<file path="src/hw/dlu_map.vh">
// constants for the dac load/update control block
`ifndef DLU_MAP_VH
`define DLU_MAP_VH

// clock and power-on reset timing
`define DLU_CLK_PERIOD_NS  10
`define DLU_POR_TIME_NS    1000
`define DLU_POR_CNT_W      8

// serial frame layout
`define DLU_FRAME_BITS     6'd32
`define DLU_FRAME_LAST     6'd31
`define DLU_BIT_CNT_W      6
`define DLU_SHIFT_W        32
`define DLU_SHIFT_ZERO     32'h00000000
`define DLU_CMD_HI         27
`define DLU_CMD_LO         24
`define DLU_ADDR_HI        23
`define DLU_ADDR_LO        20
`define DLU_DATA_HI        19
`define DLU_DATA_LO        4
`define DLU_CHSEL_HI       7
`define DLU_CHSEL_LO       0
`define DLU_PDMODE_HI      9
`define DLU_PDMODE_LO      8

// command_code_bits values
`define DLU_CMD_WRITE_N        4'h0
`define DLU_CMD_UPDATE_N       4'h1
`define DLU_CMD_WRITE_UPD_ALL  4'h3
`define DLU_CMD_POWER          4'h4
`define DLU_CMD_LOAD_MASK      4'h6

// widths and reset values
`define DLU_NUM_CH         8
`define DLU_DATA_W         16
`define DLU_CH_W           3
`define DLU_MASK_RESET     8'h00
`define DLU_PD_RESET       8'h00
`define DLU_PDMODE_NORMAL  2'h0
`define DLU_ALL_CH         8'hff
`define DLU_NO_CH          8'h00
`define DLU_DATA_ZERO      16'h0000

// synchronised pin positions
`define DLU_PIN_SYNC       0
`define DLU_PIN_SCLK       1
`define DLU_PIN_SDIN       2
`define DLU_PIN_STROBE     3
`define DLU_PIN_CLEAR      4
`define DLU_PIN_W          5
`define DLU_PIN_IDLE       5'h1b

`endif

</file>
<file path="src/hw/dlu_bank.v">
// input and dac register banks with parallel copy and registered readback
`timescale 1ns/10ps
`include "dlu_map.vh"
module dlu_bank (
    input  wire                      clk_in,
    input  wire                      sys_rst_in,
    input  wire                      wr_en_in,
    input  wire [`DLU_CH_W-1:0]      wr_ch_in,
    input  wire [`DLU_DATA_W-1:0]    wr_data_in,
    input  wire [`DLU_NUM_CH-1:0]    load_in,
    input  wire                      clear_in,
    input  wire [`DLU_CH_W-1:0]      rd_ch_in,
    output reg  [`DLU_DATA_W-1:0]    rd_data_out
);
    // words kept per channel so that each register has a single driving process
    wire [`DLU_NUM_CH*`DLU_DATA_W-1:0] dac_flat;

    genvar g;
    generate
        for (g = 0; g < `DLU_NUM_CH; g = g + 1) begin : g_ch
            reg  [`DLU_DATA_W-1:0] in_word_reg;
            reg  [`DLU_DATA_W-1:0] dac_word_reg;
            wire                   hit = wr_en_in
                                         && ({{(32-`DLU_CH_W){1'b0}}, wr_ch_in} == g);
            always @(posedge clk_in or posedge sys_rst_in) begin
                if (sys_rst_in) begin
                    in_word_reg  <= `DLU_DATA_ZERO;
                    dac_word_reg <= `DLU_DATA_ZERO;
                end else if (clear_in) begin
                    in_word_reg  <= `DLU_DATA_ZERO;
                    dac_word_reg <= `DLU_DATA_ZERO;
                end else begin
                    if (hit)
                        in_word_reg <= wr_data_in;
                    // a copy in the write cycle takes the fresh word, not the stale one
                    if (load_in[g])
                        dac_word_reg <= hit ? wr_data_in : in_word_reg;
                end
            end
            assign dac_flat[g*`DLU_DATA_W +: `DLU_DATA_W] = dac_word_reg;
        end
    endgenerate

    always @(posedge clk_in or posedge sys_rst_in) begin
        if (sys_rst_in)
            rd_data_out <= `DLU_DATA_ZERO;
        else
            rd_data_out <= dac_flat[rd_ch_in*`DLU_DATA_W +: `DLU_DATA_W];
    end
endmodule // dlu_bank

</file>
<file path="src/hw/dlu_top.v">
// dac load/update control: serial frame decode, load strobe and load-select mask
//
// How it works
// RULE1: sync mode updates on 32nd falling edge
// RULE2: host holds strobe low or pulses it
// RULE3: async write leaves dac register untouched
// RULE4: strobe falling copies pin-controlled channels
// RULE5: command 0011 writes then updates all
// RULE6: mask bit 0 follows the strobe pin
// RULE7: mask bit 1 updates on new data
// RULE8: command 0110 loads mask from DB7..DB0
// RULE9: mask resets to all zeros
// RULE10: host sends mask command as 32-bit frame
// RULE11: strobe and clear ignored during power-on reset
// RULE12: power-up shows input if strobe low
// RULE13: other commands leave mask unchanged
`timescale 1ns/10ps
`include "dlu_map.vh"
module dlu_top (
    input  wire                      clk_in,
    input  wire                      sys_rst_in,
    input  wire                      sync_n_in,
    input  wire                      sclk_in,
    input  wire                      sdin_in,
    input  wire                      load_strobe_n_in,
    input  wire                      clear_pin_n_in,
    input  wire [`DLU_CH_W-1:0]      rd_ch_in,
    output wire [`DLU_DATA_W-1:0]    dac_rd_data_out,
    output reg  [`DLU_NUM_CH-1:0]    load_mask_out,
    output reg  [`DLU_NUM_CH-1:0]    power_down_out,
    output reg  [1:0]                pd_mode_out,
    output reg  [`DLU_NUM_CH-1:0]    update_out,
    output reg                       frame_done_out,
    output reg                       por_busy_out
);
    localparam POR_CYCLES_I = (`DLU_POR_TIME_NS + `DLU_CLK_PERIOD_NS - 1) / `DLU_CLK_PERIOD_NS;
    localparam [`DLU_POR_CNT_W-1:0] POR_CYCLES = POR_CYCLES_I[`DLU_POR_CNT_W-1:0];

    // one-hot channel select, zero for addresses beyond the last channel
    function [`DLU_NUM_CH-1:0] chan_onehot;
        input [3:0] addr;
        begin
            if (addr < `DLU_NUM_CH)
                chan_onehot = {{(`DLU_NUM_CH-1){1'b0}}, 1'b1} << addr[`DLU_CH_W-1:0];
            else
                chan_onehot = `DLU_NO_CH;
        end
    endfunction

    // two-stage synchronisers for every pin; pin_meta_reg feeds pin_sync_reg only
    reg [`DLU_PIN_W-1:0]      pin_meta_reg;
    reg [`DLU_PIN_W-1:0]      pin_sync_reg;
    reg [`DLU_PIN_W-1:0]      pin_prev_reg;
    wire [`DLU_PIN_W-1:0]     pin_in = {clear_pin_n_in, load_strobe_n_in, sdin_in,
                                        sclk_in, sync_n_in};

    always @(posedge clk_in or posedge sys_rst_in) begin
        if (sys_rst_in) begin
            pin_meta_reg <= `DLU_PIN_IDLE;
            pin_sync_reg <= `DLU_PIN_IDLE;
            pin_prev_reg <= `DLU_PIN_IDLE;
        end else begin
            pin_meta_reg <= pin_in;
            pin_sync_reg <= pin_meta_reg;
            pin_prev_reg <= pin_sync_reg;
        end
    end

    // power-on reset window
    reg [`DLU_POR_CNT_W-1:0] por_cnt_reg;
    always @(posedge clk_in or posedge sys_rst_in) begin
        if (sys_rst_in) begin
            por_cnt_reg  <= {`DLU_POR_CNT_W{1'b0}};
            por_busy_out <= 1'b1;
        end else if (por_busy_out) begin
            por_cnt_reg  <= por_cnt_reg + {{(`DLU_POR_CNT_W-1){1'b0}}, 1'b1};
            por_busy_out <= (por_cnt_reg != POR_CYCLES - {{(`DLU_POR_CNT_W-1){1'b0}}, 1'b1});
        end
    end

    wire frame_active = ~pin_sync_reg[`DLU_PIN_SYNC];
    wire frame_start  = pin_prev_reg[`DLU_PIN_SYNC] & ~pin_sync_reg[`DLU_PIN_SYNC];
    wire sclk_fall    = pin_prev_reg[`DLU_PIN_SCLK] & ~pin_sync_reg[`DLU_PIN_SCLK];
    wire sdin_bit     = pin_sync_reg[`DLU_PIN_SDIN];
    // strobe and clear pins are dead while power-on reset runs; strobe then reads as high
    wire strobe_fall  = ~por_busy_out & pin_prev_reg[`DLU_PIN_STROBE]
                        & ~pin_sync_reg[`DLU_PIN_STROBE];                     // [RULE11]
    wire strobe_low   = ~por_busy_out & ~pin_sync_reg[`DLU_PIN_STROBE];        // [RULE11]
    wire clear_fall   = ~por_busy_out & pin_prev_reg[`DLU_PIN_CLEAR]
                        & ~pin_sync_reg[`DLU_PIN_CLEAR];                      // [RULE11]

    // frame shifter
    reg [`DLU_SHIFT_W-1:0]   shift_reg;
    reg [`DLU_BIT_CNT_W-1:0] bit_cnt_reg;
    reg                      abort_reg;
    reg                      done_reg;

    always @(posedge clk_in or posedge sys_rst_in) begin
        if (sys_rst_in) begin
            shift_reg   <= `DLU_SHIFT_ZERO;
            bit_cnt_reg <= {`DLU_BIT_CNT_W{1'b0}};
            abort_reg   <= 1'b0;
            done_reg    <= 1'b0;
        end else begin
            done_reg <= 1'b0;
            if (clear_fall) begin
                // a clear in mid-frame throws the frame away
                abort_reg <= 1'b1;
            end else if (frame_start) begin
                bit_cnt_reg <= {`DLU_BIT_CNT_W{1'b0}};
                abort_reg   <= 1'b0;
            end else if (sclk_fall && frame_active && !abort_reg
                         && bit_cnt_reg != `DLU_FRAME_BITS) begin
                shift_reg   <= {shift_reg[`DLU_SHIFT_W-2:0], sdin_bit};
                bit_cnt_reg <= bit_cnt_reg + {{(`DLU_BIT_CNT_W-1){1'b0}}, 1'b1};
                if (bit_cnt_reg == `DLU_FRAME_LAST)
                    done_reg <= 1'b1;                                          // [RULE1]
            end
        end
    end

    // frame decode
    wire [3:0]                cmd_code  = shift_reg[`DLU_CMD_HI:`DLU_CMD_LO];
    wire [3:0]                ch_addr   = shift_reg[`DLU_ADDR_HI:`DLU_ADDR_LO];
    wire [`DLU_DATA_W-1:0]    frame_dat = shift_reg[`DLU_DATA_HI:`DLU_DATA_LO];
    wire [`DLU_NUM_CH-1:0]    frame_sel = shift_reg[`DLU_CHSEL_HI:`DLU_CHSEL_LO];
    wire [1:0]                frame_pdm = shift_reg[`DLU_PDMODE_HI:`DLU_PDMODE_LO];
    wire [`DLU_NUM_CH-1:0]    addr_sel  = chan_onehot(ch_addr);

    reg                       wr_en;
    reg [`DLU_NUM_CH-1:0]     load_vec;
    reg [`DLU_NUM_CH-1:0]     mask_next;
    reg [`DLU_NUM_CH-1:0]     pd_next;
    reg [1:0]                 pdm_next;

    always @* begin
        wr_en     = 1'b0;
        mask_next = load_mask_out;
        pd_next   = power_down_out;
        pdm_next  = pd_mode_out;
        // pin-controlled channels copy on the strobe's falling edge
        load_vec  = strobe_fall ? ~load_mask_out : `DLU_NO_CH;               // [RULE4] [RULE6]
        if (done_reg) begin
            case (cmd_code)
                `DLU_CMD_WRITE_N: begin
                    wr_en = (addr_sel != `DLU_NO_CH);
                    // strobe low or mask bit set: update now, else hold the dac register
                    load_vec = load_vec | (addr_sel & (load_mask_out
                               | (strobe_low ? `DLU_ALL_CH : `DLU_NO_CH))); // [RULE1] [RULE3] [RULE7]
                end
                `DLU_CMD_UPDATE_N: begin
                    load_vec = load_vec | addr_sel;
                end
                `DLU_CMD_WRITE_UPD_ALL: begin
                    wr_en    = (addr_sel != `DLU_NO_CH);
                    load_vec = `DLU_ALL_CH;                                    // [RULE5]
                end
                `DLU_CMD_LOAD_MASK: begin
                    mask_next = frame_sel;                                     // [RULE8]
                end
                `DLU_CMD_POWER: begin
                    pdm_next = frame_pdm;
                    if (frame_pdm == `DLU_PDMODE_NORMAL) begin
                        pd_next = power_down_out & ~frame_sel;
                        // waking with strobe low shows the input register
                        if (strobe_low)
                            load_vec = load_vec | (power_down_out & frame_sel); // [RULE12]
                    end else begin
                        pd_next = power_down_out | frame_sel;
                    end
                end
                default: begin
                    mask_next = load_mask_out;                                 // [RULE13]
                end
            endcase
        end
    end

    always @(posedge clk_in or posedge sys_rst_in) begin
        if (sys_rst_in) begin
            load_mask_out  <= `DLU_MASK_RESET;                                 // [RULE9]
            power_down_out <= `DLU_PD_RESET;
            pd_mode_out    <= `DLU_PDMODE_NORMAL;
            update_out     <= `DLU_NO_CH;
            frame_done_out <= 1'b0;
        end else begin
            load_mask_out  <= mask_next;
            power_down_out <= pd_next;
            pd_mode_out    <= pdm_next;
            update_out     <= clear_fall ? `DLU_NO_CH : load_vec;
            frame_done_out <= done_reg;
        end
    end

    dlu_bank u_bank (
        .clk_in      (clk_in),
        .sys_rst_in  (sys_rst_in),
        .wr_en_in    (wr_en & ~clear_fall),
        .wr_ch_in    (ch_addr[`DLU_CH_W-1:0]),
        .wr_data_in  (frame_dat),
        .load_in     (clear_fall ? `DLU_NO_CH : load_vec),
        .clear_in    (clear_fall),
        .rd_ch_in    (rd_ch_in),
        .rd_data_out (dac_rd_data_out)
    );
endmodule // dlu_top

</file>
<file path="config.mk">
export PLATFORM = sky130hd
export DESIGN_NAME = dlu_top
export DESIGN_NICKNAME = d
export VERILOG_FILES = /design/src/hw/dlu_bank.v /design/src/hw/dlu_top.v
export VERILOG_INCLUDE_DIRS = /design/src /design/src/hw
export SDC_FILE = /design/constraint.sdc
export NUM_CORES = 1
export LEC_CHECK = 0
export ABC_AREA = 1
export BUFFER_PORTS_ARGS = -buffer_cell sky130_fd_sc_hd__buf_2
export CAP_MARGIN = 40
export CELL_PAD_IN_SITES_DETAIL_PLACEMENT = 0
export CELL_PAD_IN_SITES_GLOBAL_PLACEMENT = 1
export CORE_UTILIZATION = 53
export CTS_BUF_LIST = sky130_fd_sc_hd__clkbuf_2 sky130_fd_sc_hd__clkbuf_4 sky130_fd_sc_hd__clkbuf_8
export CTS_CLUSTER_SIZE = 25
export DETAILED_ROUTE_END_ITERATION = 10
export PLACE_DENSITY = 0.95
export SLEW_MARGIN = 20
export SYNTH_ARGS = -nofsm -noshare
export SYNTH_HDL_FRONTEND = slang
export SYNTH_SLANG_ARGS = --single-unit
export TNS_END_PERCENT = 50
</file>
<file path="constraint.sdc">
create_clock -name clk_in -period 17.3 [get_ports clk_in]
set_input_delay 1.73 -clock clk_in [delete_from_list [all_inputs] [get_ports clk_in]]
set_output_delay 1.73 -clock clk_in [all_outputs]
set_load 0.005 [all_outputs]
</file>
After elaboration in Yosys (flattened, before gate mapping)
Index checks and enable logic that the tools add are counted.
- output and inout bits: 44
- logic and storage cells: 158
- register bits after elaboration: 359
- input bits: 10
- add/subtract/negate cells: 2
- equality and inequality tests: 14
- $lt $le $gt $ge: 1
- shift operators: 2
- muxes and demuxes: 52
- bitwise gates (word level): 25
- reduce and logical (&&, ||, !) cells: 31
- operators with widths (kind ; count):
    16-bit 2-to-1 mux ; 32
    128-bit by 8-bit indexed part select with 16-bit output ; 1
    8-bit 2-to-1 mux ; 8
    8-bit bitwise OR ; 5
    8-bit one-hot mux with 4 select lines ; 1
    8-bit bitwise AND ; 3
    2-bit nonzero test ; 10
    8-bit NOT ; 2
    3-bit == test (second input constant) ; 4
    6-bit 2-to-1 mux ; 2
    1-bit logical AND ; 11
    1-bit 2-to-1 mux ; 9
    8-bit by 1-bit adder with 8-bit output (second input constant) ; 1
    1-bit bitwise AND ; 8
    4-bit by 3-bit == test with 1-bit output (second input constant) ; 2
    8-bit by 7-bit != test with 1-bit output (second input constant) ; 1
    8-bit nonzero test ; 1
    1-bit by 3-bit left shift with 8-bit output (first input constant) ; 1
    1-bit NOT ; 7
    6-bit by 1-bit adder with 6-bit output (second input constant) ; 1
    3-bit by 2-bit == test with 1-bit output (second input constant) ; 2
    6-bit by 5-bit == test with 1-bit output (second input constant) ; 1
    6-bit != test (second input constant) ; 1
    2-bit AND reduction ; 3
    10 further kinds ; 10

Depth between registers and ports, before layout
- depth after elaboration: 12
- gate-level depth with buffers: 13
- mapped depth without buffers: 11

Modules after synthesis
A second synthesis with hierarchy kept.
- cells, all modules: 2023
- area, all modules: 16214.3 µm²
- modules (own cells, without submodules) (module ; area each (µm²) ; cells an instance ; seq. area each (µm²) ; instances):
    dlu_bank ; 12468.2 ; 1595 ; 6806.5 ; 1
    dlu_top ; 3746.1 ; 428 ; 2168.3 ; 1

Worst setup path after synthesis
No wires, ideal clock.
- path kind: input to register
- from: input rd_ch_in[0]
- to: register u_bank.rd_data_out[0]
- buffers on the path: 2
- data arrival time: 2.734 ns
- data required time: 17.235 ns
- library setup time: 0.065 ns
- setup slack: 14.501 ns
- cell stages on the path: 6
- cell sequence: clkbuf_1 -> buf_1 -> nor2_1 -> o32ai_1 -> nand2_1 -> nand2_1
- word-level cells in the longest chain between the ends: 1
- RTL lines (item ; line ; source):
    start: declaration ; dlu_top.v:27 ; input wire [`DLU_CH_W-1:0] rd_ch_in,
    128-bit by 8-bit indexed part select with 16-bit output ; dlu_bank.v:48 ; rd_data_out <= dac_flat[rd_ch_in*`DLU_DATA_W +: `DLU_DATA_W];
    end signal: assignment ; dlu_bank.v:46 ; rd_data_out <= `DLU_DATA_ZERO;
    end signal: assignment ; dlu_bank.v:48 ;
    end: declaration ; dlu_bank.v:13 ; output reg [`DLU_DATA_W-1:0] rd_data_out
No other way between the ends.
A chain may end at the register's enable or synchronous reset.

==> out/results.txt <==
worst path arrival time = 4.30 ns
fmax = 277.6 MHz
Leakage = 0.009999 uW
HP Class = reg2reg
Initial DRC Count = 1543
Critical Path Source Type = input port
Horiz. Die Dim = 180.3 um
FF-to-FF path depth = 10
Max-slew headroom = 39.12%
Post-synth ARST share = 100.0%
final setup fails = 0
CTS Buf Count = 57
total power = 1704 uW
post-placement cell area = 17100 um2
# nets final = 2021
total routed wirelength = 46980 um
Non-Filler Instances = 2449
Clk Latency, worst-skew pair = 0.59 ns
ranking of synthesized cells by area = dfrtp_1, nand2_1, nor2_1
drt pass-1 iters = 5
Synth Warn # = 0
post-cts sizing count = 0
TritonCTS clock tree = yes
Hold Path Depth = 0
clock tree sinks = 358
row cnt = 64
Setup Buffers After CTS = 0
Core ar. = 30910 um2
cell taking the most area after synthesis = dfrtp_1
Syn Area/Cell = 8.407 um2
Final period util = 20.82%
Worst Path Required = 18.00 ns
Routed Antenna Nets = 0
Final Max Tran Viols = 0
Mapped Area = 16860 um2
max_cap viols = 0
drt drc = 0
IO Count = 54
fin area = 18370 um2
Worst Max-Slew Pin Slew = 0.9133 ns
outcome = finished, final reports clean
Hold WS = 0.3534 ns
largest net degree at the start of global routing = 103
final estimated routing congestion in global placement = 0.8714
vias per cell = 5.646
vias = 13.83k
CTS max path bufs = 3
Setup Skew = 0.01879 ns
Unique masters post-synth = 37
first-pass GRT wire length = 74330 um
CP Capture Type = async pin
I/O Buffers = 53
number of synthesized flops with an enable pin = 0
Post-Syn Nets = 2018
gr usage total = 29.44%
Final TNS setup = 0 ns
Syn Inst Count = 2005
top cell type's share of synthesized area = 51.22%
Initial Util = 54.53%
layout cells sized above 1 = 14.91%
RSZ-0062 raised after global routing = no
grt total ovfl = 0
initial antenna violation count = 0
Worst Path Max Fanout = 102
Die ar. = 32520 um2
Hold Vio Cnt, Final = 0
register area share after synthesis = 53.24%
Peak VDD IR = 0.05921 mV
Die H = 180.3 um
HPWL Detailed = 29880 um
FF+latch count, synth = 358
diode count = 0
Reg clk slew, reported paths = 0.06 ns
area delta synth->final = 8.989%
CTS Root Cell = clkbuf_8
Top FF cell, synth = dfrtp_1
cts hold-fix bufs = 0
FILL cells = 2728
kind of critical path = in2async
DR WL/cell = 19.18 um
placed insts = 2341
PD cells = 92.77 nW/um2
H-tree Lvls = 2
flop-to-flop setup slack = 14.23 ns
min Tclk post-route = 3.602 ns
vias in the first global route = 13.01k
## through the flow
step	worst slack [ns]	utilization [%]
final	13.70	59.44
after global routing	13.36	59.44
after CTS	13.61	59.25
after detailed placement	12.99	55.32
after global placement	12.67	54.59
after floorplan	5.658	-
## power breakdown
part	internal, uW	switching [uW]
logic	22.1	69.0
registers	847	7.94
clock network	431	327
## placed cells by master, fill, tap and decap left out, drive strengths merged
cell type  synthesis  layout
a21boi             4       4
a21oi             64      64
a31oi              9       9
and3               1       1
buf               88      79
clkbuf            47     103
clkinv             4       4
dfrtp            345     345
dfstp             13      13
ha                 3       3
inv              128     129
nand2            676     676
nand3            102     102
nand3b             1       1
nand4            114     114
nor2             303     303
nor3               5       5
o21ai             59      59
o32ai             32      32
xnor2              4       4
xor2               3       3
## Yosys cell counts (3+ instances only)
| master | n |
|---|---|
| clkinv_1 | 4 |
| nand2_1 | 663 |
| o21ai_0 | 58 |
| a21boi_2 | 4 |
| buf_1 | 17 |
| nor2_2 | 13 |
| nor2_1 | 286 |
| a21oi_2 | 31 |
| o32ai_1 | 32 |
| inv_1 | 123 |
| ha_1 | 3 |
| a21oi_1 | 33 |
| dfrtp_1 | 345 |
| nand3_2 | 6 |
| nand3_1 | 91 |
| nor2_4 | 4 |
| buf_8 | 3 |
| nand4_1 | 94 |
| xor2_1 | 3 |
| buf_4 | 9 |
| a31oi_1 | 9 |
| nand2_2 | 9 |
| clkbuf_1 | 47 |
| buf_2 | 35 |
| buf_6 | 19 |
| xnor2_1 | 4 |
| nand4_2 | 20 |
| nand2_4 | 4 |
| buf_12 | 5 |
| dfstp_2 | 13 |
| nand3_4 | 5 |
| nor3_4 | 4 |
| inv_2 | 5 |
## worst paths after layout
check | start | end
min reg2reg | pin_meta_reg[4] | pin_sync_reg[4]
min | pin_meta_reg[4] | pin_sync_reg[4]
max in group clk_in | por_busy_out | por_busy_out
min in group asynchronous | sys_rst_in | u_bank.g_ch[0].in_word_reg[4]
max reg2reg | por_busy_out | u_bank.g_ch[1].dac_word_reg[0]
max | sys_rst_in | pin_sync_reg[1]
## critical path: stages
cell,delay [ns]
buf_2,0.13
inv_8,0.25
buf_16,0.40
buf_4,0.52
buf_12,0.30
buf_4,0.54
buf_12,0.28
## per-layer routing
metal / global-route usage [%] / vias to the layer above / share of wire, %
met4: 11.49 / 0 / 3.4
met2: 43.49 / 553 / 44
li1: - / 6443 / -
met5: 0 / - / 0
met3: 6.164 / 87 / 8.2
met1: 42.58 / 6745 / 44
## kinds of logic after synthesis
family                     count (synthesis)  synth area share (%)
DFF                                      358                 53.24
buffers and inverters                    267                 7.935
AOI/OAI and AO/OA                        168                 6.629
and+or+nand+nor                         1202                 31.61
adders and majority gates                  3                0.2227
xor gates and xnor gates                   7                0.3637
## cell type report
class | count | area [um2] | area share [%]
sequential | 358 | 8975 | 48.85
multi-input combinational | 1380 | 6546 | 35.63
clock buffer | 103 | 1205 | 6.559
tap | 396 | 495.5 | 2.697
timing repair buffer | 79 | 633.1 | 3.446
inverter | 132 | 508.0 | 2.765
clock inverter | 1 | 8.758 | 0.04767
Power figures use the tool's default switching activity.
